===== src/rtl/bti_pkg.sv =====
package bti_pkg;

    // ========================================================================
    // table field layout
    // ========================================================================
    localparam int          FIELD_BYTES    = 4;
    localparam logic [1:0]  LAST_BYTE_IDX  = 2'h3;
    localparam logic [15:0] DELAY_MARK     = 16'hffff;
    localparam logic [15:0] WRITE_LIMIT    = 16'hffef;
    localparam logic [31:0] END_COUNT      = 32'h0000_0000;
    localparam int          ADDR_W         = 24;
    localparam logic [23:0] ADDR_MASK      = 24'hff_ffff;

    // ========================================================================
    // reserved loader memory, word addresses and one byte address (SAFE_BADDR)
    // ========================================================================
    localparam logic [23:0] ENTRY_LO_WADDR = 24'h00_0060;
    localparam logic [23:0] ENTRY_HI_WADDR = 24'h00_0061;
    localparam logic [23:0] STACK_WADDR    = 24'h00_0090;
    localparam logic [23:0] SYS_STACK_WADDR = 24'h00_0080;
    localparam logic [23:0] SAFE_WADDR     = 24'h00_0100;
    localparam logic [23:0] SAFE_BADDR     = 24'h00_0200;

    // ========================================================================
    // shared types
    // ========================================================================
    typedef enum logic [2:0] {
        BTI_F_ENTRY,
        BTI_F_CFG_CNT,
        BTI_F_CFG_ENT,
        BTI_F_SEC_CNT,
        BTI_F_SEC_ADDR,
        BTI_F_DATA
    } bti_field_t;

    typedef struct packed {
        logic [15:0] addr;
        logic [15:0] data;
    } bti_port_wr_t;

    typedef struct packed {
        logic [23:0] addr;
        logic [7:0]  data;
    } bti_mem_wr_t;

    typedef struct packed {
        logic [23:0] waddr;
        logic [15:0] data;
    } bti_word_wr_t;

endpackage : bti_pkg


===== src/rtl/bti_delay_timer.sv =====
`timescale 1ns/1ps
`default_nettype none
module bti_delay_timer
    import bti_pkg::*;
(
    // clock and reset
    input  wire logic        mclk_i,
    input  wire logic        nrst_i,
    // control
    input  wire logic        start_i,
    input  wire logic [15:0] len_i,
    output logic             busy_o
);

    // ========================================================================
    // cycle countdown
    // ========================================================================
    logic [15:0] rem;
    logic [15:0] next_rem;

    always_comb begin
        next_rem = rem;
        if (start_i) begin
            next_rem = len_i;
        end else if (rem != 16'h0000) begin
            next_rem = rem - 16'h0001;
        end
    end

    always_ff @(posedge mclk_i) begin
        if (!nrst_i) begin
            rem <= 16'h0000;
        end else begin
            rem <= next_rem;
        end
    end

    assign busy_o = (rem != 16'h0000);

endmodule : bti_delay_timer
`default_nettype wire


===== src/rtl/bti_field_asm.sv =====
`timescale 1ns/1ps
`default_nettype none
module bti_field_asm
    import bti_pkg::*;
(
    // clock and reset
    input  wire logic        mclk_i,
    input  wire logic        nrst_i,
    // byte in
    input  wire logic        byte_vld_i,
    input  wire logic [7:0]  byte_i,
    input  wire logic        clear_i,
    // assembled word out
    output logic             word_vld_o,
    output logic [31:0]      word_o
);

    // ========================================================================
    // msb-first shift of four bytes
    // ========================================================================
    logic [31:0] shreg;
    logic [1:0]  cnt;
    logic        vld;
    logic [31:0] next_shreg;
    logic [1:0]  next_cnt;
    logic        next_vld;

    always_comb begin
        next_shreg = shreg;
        next_cnt   = cnt;
        next_vld   = 1'b0;
        if (clear_i) begin
            next_cnt = 2'h0;
        end else if (byte_vld_i) begin
            next_shreg = {shreg[23:0], byte_i};
            next_cnt   = cnt + 2'h1;
            next_vld   = (cnt == LAST_BYTE_IDX);
        end
    end

    always_ff @(posedge mclk_i) begin
        if (!nrst_i) begin
            shreg <= 32'h0000_0000;
            cnt   <= 2'h0;
            vld   <= 1'b0;
        end else begin
            shreg <= next_shreg;
            cnt   <= next_cnt;
            vld   <= next_vld;
        end
    end

    assign word_o     = shreg;
    assign word_vld_o = vld;

endmodule : bti_field_asm
`default_nettype wire


===== src/rtl/bti_loader.sv =====
// Overview of operation
// RULE1: first field is the saved entry address
// RULE2: second field counts configuration entries
// RULE3: zero count skips straight to sections
// RULE4: entry is port address then value
// RULE5: writes go to ports before sections
// RULE6: port half ffff means delay request
// RULE7: delay stalls parsing for given cycles
// RULE8: only ports below ffef are written
// RULE9: entries run strictly in table order
// RULE10: after last entry read sections
// RULE11: section copies exactly its byte count
// RULE12: data goes from destination address upward
// RULE13: zero section count ends and branches
// RULE14: same parsing for every boot source
// RULE15: values written with no checks
// RULE16: entry address kept at words 60h/61h
// RULE17: stack regions at 90h and 80h reserved
// RULE18: producer keeps sections above word 100h
// RULE19: producer leaves serial port registers alone
// RULE20: producer keeps table space memory type
// RULE21: counts and addresses fit 24 bits
// RULE22: msb-first fields, done on branch
`timescale 1ns/1ps
`default_nettype none
module bti_loader
    import bti_pkg::*;
(
    // clock and reset
    input  wire logic        mclk_i,
    input  wire logic        nrst_i,
    // byte stream from any boot source
    input  wire logic        byte_vld_i,
    input  wire logic [7:0]  byte_i,
    output logic             byte_rdy_o,
    // peripheral port writes
    output logic             port_wr_o,
    output bti_port_wr_t     port_o,
    // memory byte writes
    output logic             mem_wr_o,
    output bti_mem_wr_t      mem_o,
    // loader scratch word writes
    output logic             word_wr_o,
    output bti_word_wr_t     word_o,
    // completion
    output logic             done_o,
    output logic [23:0]      entry_o
);

    // ========================================================================
    // state
    // ========================================================================
    typedef enum logic [2:0] {
        ST_ENTRY,
        ST_SAVE_HI,
        ST_CFG_CNT,
        ST_CFG_ENT,
        ST_DELAY,
        ST_SEC_CNT,
        ST_SEC_ADDR,
        ST_DATA
    } bti_state_t;

    bti_state_t   st, next_st;
    logic [31:0]  cfg_left, next_cfg_left;
    logic [23:0]  sec_left, next_sec_left;
    logic [23:0]  dst, next_dst;
    logic [23:0]  entry, next_entry;
    logic         done, next_done;
    logic         rdy, next_rdy;
    logic         pwr, next_pwr;
    bti_port_wr_t port, next_port;
    logic         mwr, next_mwr;
    bti_mem_wr_t  mem, next_mem;
    logic         wwr, next_wwr;
    bti_word_wr_t word, next_word;
    logic         dly_start;
    logic         dly_busy;
    logic         asm_clear;
    logic         fw_vld;
    logic [31:0]  fw;
    logic         take;

    // the source only sees ready; bytes offered while not ready are not taken
    assign take = byte_vld_i && rdy;

    // ========================================================================
    // helpers
    // ========================================================================
    function automatic logic [23:0] lo24(input logic [31:0] w);
        lo24 = w[23:0] & ADDR_MASK; // see RULE21
    endfunction : lo24

    function automatic logic is_write_port(input logic [15:0] a);
        is_write_port = (a < WRITE_LIMIT); // see RULE8
    endfunction : is_write_port

    // ========================================================================
    // submodules: one field assembler serves all sources alike
    // ========================================================================
    bti_field_asm u_asm (
        .mclk_i     (mclk_i),
        .nrst_i     (nrst_i),
        .byte_vld_i (take && (st != ST_DATA)),
        .byte_i     (byte_i),
        .clear_i    (asm_clear),
        .word_vld_o (fw_vld),
        .word_o     (fw)
    ); // see RULE14 see RULE22

    bti_delay_timer u_dly (
        .mclk_i  (mclk_i),
        .nrst_i  (nrst_i),
        .start_i (dly_start),
        .len_i   (fw[15:0]),
        .busy_o  (dly_busy)
    );

    // ========================================================================
    // parser
    // ========================================================================
    always_comb begin
        next_st       = st;
        next_cfg_left = cfg_left;
        next_sec_left = sec_left;
        next_dst      = dst;
        next_entry    = entry;
        next_done     = done;
        next_rdy      = rdy;
        next_pwr      = 1'b0;
        next_port     = port;
        next_mwr      = 1'b0;
        next_mem      = mem;
        next_wwr      = 1'b0;
        next_word     = word;
        dly_start     = 1'b0;
        asm_clear     = 1'b0;
        unique case (st)
            ST_ENTRY: begin
                if (fw_vld) begin
                    next_entry = lo24(fw); // see RULE1
                    next_wwr   = 1'b1;
                    next_word  = '{waddr: ENTRY_LO_WADDR, data: fw[15:0]}; // see RULE16
                    next_st    = ST_SAVE_HI;
                end
            end
            ST_SAVE_HI: begin
                next_wwr  = 1'b1;
                next_word = '{waddr: ENTRY_HI_WADDR, data: 16'(entry >> 16)}; // see RULE16
                next_st   = ST_CFG_CNT;
            end
            ST_CFG_CNT: begin
                if (fw_vld) begin
                    next_cfg_left = fw; // see RULE2
                    next_st = (fw == END_COUNT) ? ST_SEC_CNT : ST_CFG_ENT; // see RULE3
                end
            end
            ST_CFG_ENT: begin
                if (fw_vld) begin
                    next_cfg_left = cfg_left - 32'h0000_0001; // see RULE9
                    if (fw[31:16] == DELAY_MARK) begin // see RULE6
                        dly_start = 1'b1;
                        next_rdy  = 1'b0;
                        next_st   = ST_DELAY;
                    end else begin
                        // reserved ports ff ef..ff fe are silently skipped
                        next_pwr  = is_write_port(fw[31:16]); // see RULE5 see RULE8
                        next_port = '{addr: fw[31:16], data: fw[15:0]}; // see RULE4 see RULE15
                        if (cfg_left == 32'h0000_0001) begin
                            next_st = ST_SEC_CNT; // see RULE10
                        end
                    end
                end
            end
            ST_DELAY: begin
                if (!dly_busy) begin // see RULE7
                    next_rdy = 1'b1;
                    next_st  = (cfg_left == END_COUNT) ? ST_SEC_CNT : ST_CFG_ENT;
                end
            end
            ST_SEC_CNT: begin
                if (fw_vld) begin
                    next_sec_left = lo24(fw); // see RULE11
                    if (fw == END_COUNT) begin // see RULE13
                        next_done = 1'b1;
                        next_rdy  = 1'b0;
                    end else begin
                        next_st = ST_SEC_ADDR;
                    end
                end
            end
            ST_SEC_ADDR: begin
                if (fw_vld) begin
                    next_dst = lo24(fw); // see RULE12
                    next_st  = ST_DATA;
                end
            end
            ST_DATA: begin
                if (take) begin
                    next_mwr      = 1'b1;
                    next_mem      = '{addr: dst, data: byte_i}; // see RULE12
                    next_dst      = dst + 24'h00_0001;
                    next_sec_left = sec_left - 24'h00_0001; // see RULE11
                    if (sec_left == 24'h00_0001) begin
                        asm_clear = 1'b1;
                        next_st   = ST_SEC_CNT;
                    end
                end
            end
        endcase
    end

    always_ff @(posedge mclk_i) begin
        if (!nrst_i) begin
            st       <= ST_ENTRY;
            cfg_left <= 32'h0000_0000;
            sec_left <= 24'h00_0000;
            dst      <= 24'h00_0000;
            entry    <= 24'h00_0000;
            done     <= 1'b0;
            rdy      <= 1'b1;
            pwr      <= 1'b0;
            port     <= '0;
            mwr      <= 1'b0;
            mem      <= '0;
            wwr      <= 1'b0;
            word     <= '0;
        end else begin
            st       <= next_st;
            cfg_left <= next_cfg_left;
            sec_left <= next_sec_left;
            dst      <= next_dst;
            entry    <= next_entry;
            done     <= next_done;
            rdy      <= next_rdy;
            pwr      <= next_pwr;
            port     <= next_port;
            mwr      <= next_mwr;
            mem      <= next_mem;
            wwr      <= next_wwr;
            word     <= next_word;
        end
    end

    assign byte_rdy_o = rdy;
    assign port_wr_o  = pwr;
    assign port_o     = port;
    assign mem_wr_o   = mwr;
    assign mem_o      = mem;
    assign word_wr_o  = wwr;
    assign word_o     = word;
    assign done_o     = done;
    assign entry_o    = entry;
endmodule : bti_loader
`default_nettype wire


===== config.mk =====
export PLATFORM = sky130hd
export DESIGN_NAME = bti_loader
export DESIGN_NICKNAME = d
export VERILOG_FILES = /design/src/rtl/bti_pkg.sv /design/src/rtl/bti_delay_timer.sv /design/src/rtl/bti_field_asm.sv /design/src/rtl/bti_loader.sv
export SDC_FILE = /design/constraint.sdc
export NUM_CORES = 1
export LEC_CHECK = 0
export ABC_AREA = 1
export BUFFER_PORTS_ARGS = -buffer_cell sky130_fd_sc_hd__buf_2
export CORE_AREA = 2 2 151 167
export DETAILED_ROUTE_END_ITERATION = 7
export DIE_AREA = 0 0 153 169
export GPL_ROUTABILITY_DRIVEN = 1
export PLACE_DENSITY = 0.66
export SETUP_SLACK_MARGIN = 0.5
export SLEW_MARGIN = 20
export SYNTH_ARGS = -nofsm -noshare
export SYNTH_HDL_FRONTEND = slang
export SYNTH_SLANG_ARGS = --single-unit

===== constraint.sdc =====
create_clock -name mclk_i -period 2.2 [get_ports mclk_i]
set_input_delay 0.11 -clock mclk_i [delete_from_list [all_inputs] [get_ports mclk_i]]
set_output_delay 0.11 -clock mclk_i [all_outputs]
set_load 0.005 [all_outputs]

==> results.toml <==
[sta]
worst_pin_slew_ns = 0.5966
finalHoldViolCount = 0
finalCritPeriodShare_pct = 76.36
final.setup_skew_ns = 0.007763
layout_min_cycle_time_ns = 1.680
finalSetupViolations = 0
fin_ws_ns = 0.5201
drv_slew = 0
slew_headroom_pct = 60.17
finalSetupTns_ns = 0
max_freq_mhz = 595.3
rsz0062_at_grt = "true"

[worst_setup_path]
startpoint_type = "flip-flop"
cp.arrival_ns = 2.16
crit_slowest_cell = "dfxtp_1"
crit_path_end_kind = "flip-flop"
slowest_delay_ns = 0.33
crit_type = "reg -> reg"
cp.required_ns = 2.68
crit_path_cell_trace = "inv_1, ha_1, nand2_1, nor2_1, nand3_1, nand2_1, inv_1, nor2_1, nand2_2, nand2_1, nand2_1, nor2_1"
crit_top_cell = "nand2_1"
cp_max_fo = 6

[placed_design]
place_area_um2 = 12920
io_buffers = 122
gp_congestion = 0.9182
dp_hpwl_um = 27250
place_ws_ns = 0.1256

[drt]
wl_met3_um = 3012
routed.top_layer = "met4"
wirelength_met1_um = 16140
drc_errors = 0
via_count = 12350
first_iter_violations = 1045
routed_wl_um = 39520
antenna_left = 0
firstDrtPassIters = 5
wl_per_cell_um = 17.50
route.met2.wl_um = 18870
vias_per_cell = 5.468

[floorplanning]
start_util_pct = 49.15
io_pins = 144
rows = 60
die_h_um = 169
die_x_um = 153
dieArea_um2 = 25860
core_area_um2 = 24250

[power]
internal-power_uw = 8331
leakage_uw = 0.006617
power.net_switching_uw = 3907
power_density_nw_per_um2 = 829.5
switching_share_pct = 31.93
irDropWorstVdd_mv = 0.5809
comb_power_share_pct = 22.8
total_power_uw = 12240
p_clk_share_pct = 36.3
p_seq_share_pct = 40.9

[logic_synthesis]
synth_cells = 1758
synth_edf_count = 0
async_flop_share_pct = 0
syn-mean-instance-area_um2 = 6.779
yosysSeqAreaShare_pct = 41.15
syn_area_um2 = 11920
synth_top_family_by_area = "simple AND/OR/NAND/NOR gates"
ys_seq_elements = 245
synth-main-ff-cell = "dfxtp_1"
yosysWarnings = 0
synth_cell_types = 40
synth_simple_gate_area_share_pct = 27.19
synthMuxAreaShare_pct = 0
synthXorXnorAreaFrac_pct = 2.719
synthAdderAreaFrac_pct = 0.9449
synth_compound_area_share_pct = 19.04

[clocking]
cts_buffers = 27
h-tree-depth = 1
clk_pin_slew_ns = 0.06
cts_tree = "built"
cts_root_buf = "clkbuf_16"
clockBufferDepth = 3
clk-insertion-delay-late_ns = 0.55
cts_sinks = 245

[flow_run]
cap_violations = 0

[global_routing]
grt_max_degree = 60
grt_overflow = 0
grt_pass1_vias = 11240
track_usage_pct = 28.59
antenna_found_initial = 0
grt_first_pass_wirelength_um = 59680

[status]
status = "finished, final reports clean"

[cells_and_area]
num_antenna_cells = 0
syn_to_final_growth_pct = 23.80
fin_nets = 1949
drive_gt1_share_pct = 19.61
fin_area_um2 = 14750
fillers = 2303

[min_path]
hold_class = "in -> reg"
## sequential cells by signal, summed over array words and instances, names as in the netlist, 2 cells and up
register	count
cfg_left	32
dst	24
entry_o	24
mem_o	32
port_o	32
sec_left	24
st	3
u_asm.cnt	2
u_asm.word_o	32
u_dly.rem	16
word_o	18
## cell usage in the layout (no fill, tap or decap), types with 8 or more instances in the layout
master         count
clkbuf_1          11
nand2_1          343
clkbuf_16         28
buf_6              8
a31oi_1           26
nor3_1            16
buf_4             76
inv_2             11
dlygate4sd3_1      8
conb_1            21
buf_12             8
buf_2            122
nor2_4            18
dfxtp_2            9
o21ai_0          199
dfxtp_1          234
nand2_2           11
inv_1            117
a21oi_1          180
xnor2_1           14
nand3_1           80
nand4_1           12
nor2_2            30
nor2_1           243
xor2_1            23
## per-layer routing
| layer | global-route usage, % | vias up |
|---|---|---|
| li1 | - | 6074 |
| met1 | 36.00 | 5705 |
| met2 | 48.35 | 484 |
| met3 | 5.376 | 83 |
| met4 | 11.76 | 0 |
| met5 | 0 | - |
## cell families (layout without fill, tap and decap cells)
family	Yosys count	count (layout)
AOI/OAI and AO/OA	437	438
xor gates and xnor gates	37	37
adders and majority gates	9	9
buffers and inverters	246	412
DFF	245	245
other	1	21
and+or+nand+nor	783	786
## power by group through the flow
stage               clock network, uW  logic, uW  registers (uW)
floorplan                           0       1780            5020
global placement                    0       2460            5070
detailed placement                  0       2470            5070
CTS                              4490       2560            4980
global route                     4680       3080            5030
finish                           4450       2790            5000
## cell usage after synthesis, drive strengths merged, types with 21 or more instances
master	n	share of area, %
a21oi	183	7.7
a31oi	26	1.4
buf	56	2.9
clkbuf	52	1.6
dfxtp	245	41
inv	138	4.4
nand2	360	11
nand3	87	3.8
nor2	289	9.5
nor3	21	0.97
o21ai	208	8.8
xor2	23	1.7
## layout make-up
cell class / count / area (um2) / area share (%)
clock inverters: 4 / 60.06 / 0.4071
inverters: 138 / 564.3 / 3.825
clock buffers: 44 / 799.5 / 5.419
repair inverters: 1 / 5.005 / 0.03392
multi-input cells: 1291 / 6447 / 43.70
well taps: 310 / 387.9 / 2.629
repair buffers: 225 / 1567 / 10.62
flip-flops and latches: 245 / 4923 / 33.37
## worst max-delay path, delay by kind of cell (launching register included)
kind,cells,cell delay [ns]
adders and majority gates,1,0.18
buffers and inverters,2,0.17
DFF,1,0.33
and+or+nand+nor,9,0.93
## per-stage QoR
stage,std cells,hold slack [ns],util [%]
finish,2258,0.07305,60.85
global route,2258,0.08344,60.85
CTS,2232,0.04862,58.44
detailed placement,2162,0.3576,53.30
global placement,2162,0.3561,53.30
floorplan,1778,0.2449,-
## final timing paths
path / cells after the start / startpoint / end / slack, ns
worst max register to register: 12 / sec_left[1]$_SDFFE_PN0P_ / st[2]$_SDFFE_PN0P_ / 0.52
worst min-delay path: 3 / nrst_i / st[0]$_SDFFE_PN0P_ / 0.07
worst max-delay path: 12 / sec_left[1]$_SDFFE_PN0P_ / st[2]$_SDFFE_PN0P_ / 0.52
worst min register to register: 2 / done_o$_SDFFE_PN0P_ / done_o$_SDFFE_PN0P_ / 0.45
## timing repair
item	CTS	global route
endpoints found under the setup margin	177	211
pin swaps	6	16
hold buffers	8	0
endpoints found under the hold margin	16	0
cloned	4	3
buffers inserted	10	23
resized for setup	55	110
(Power assumes the default switching activity.)
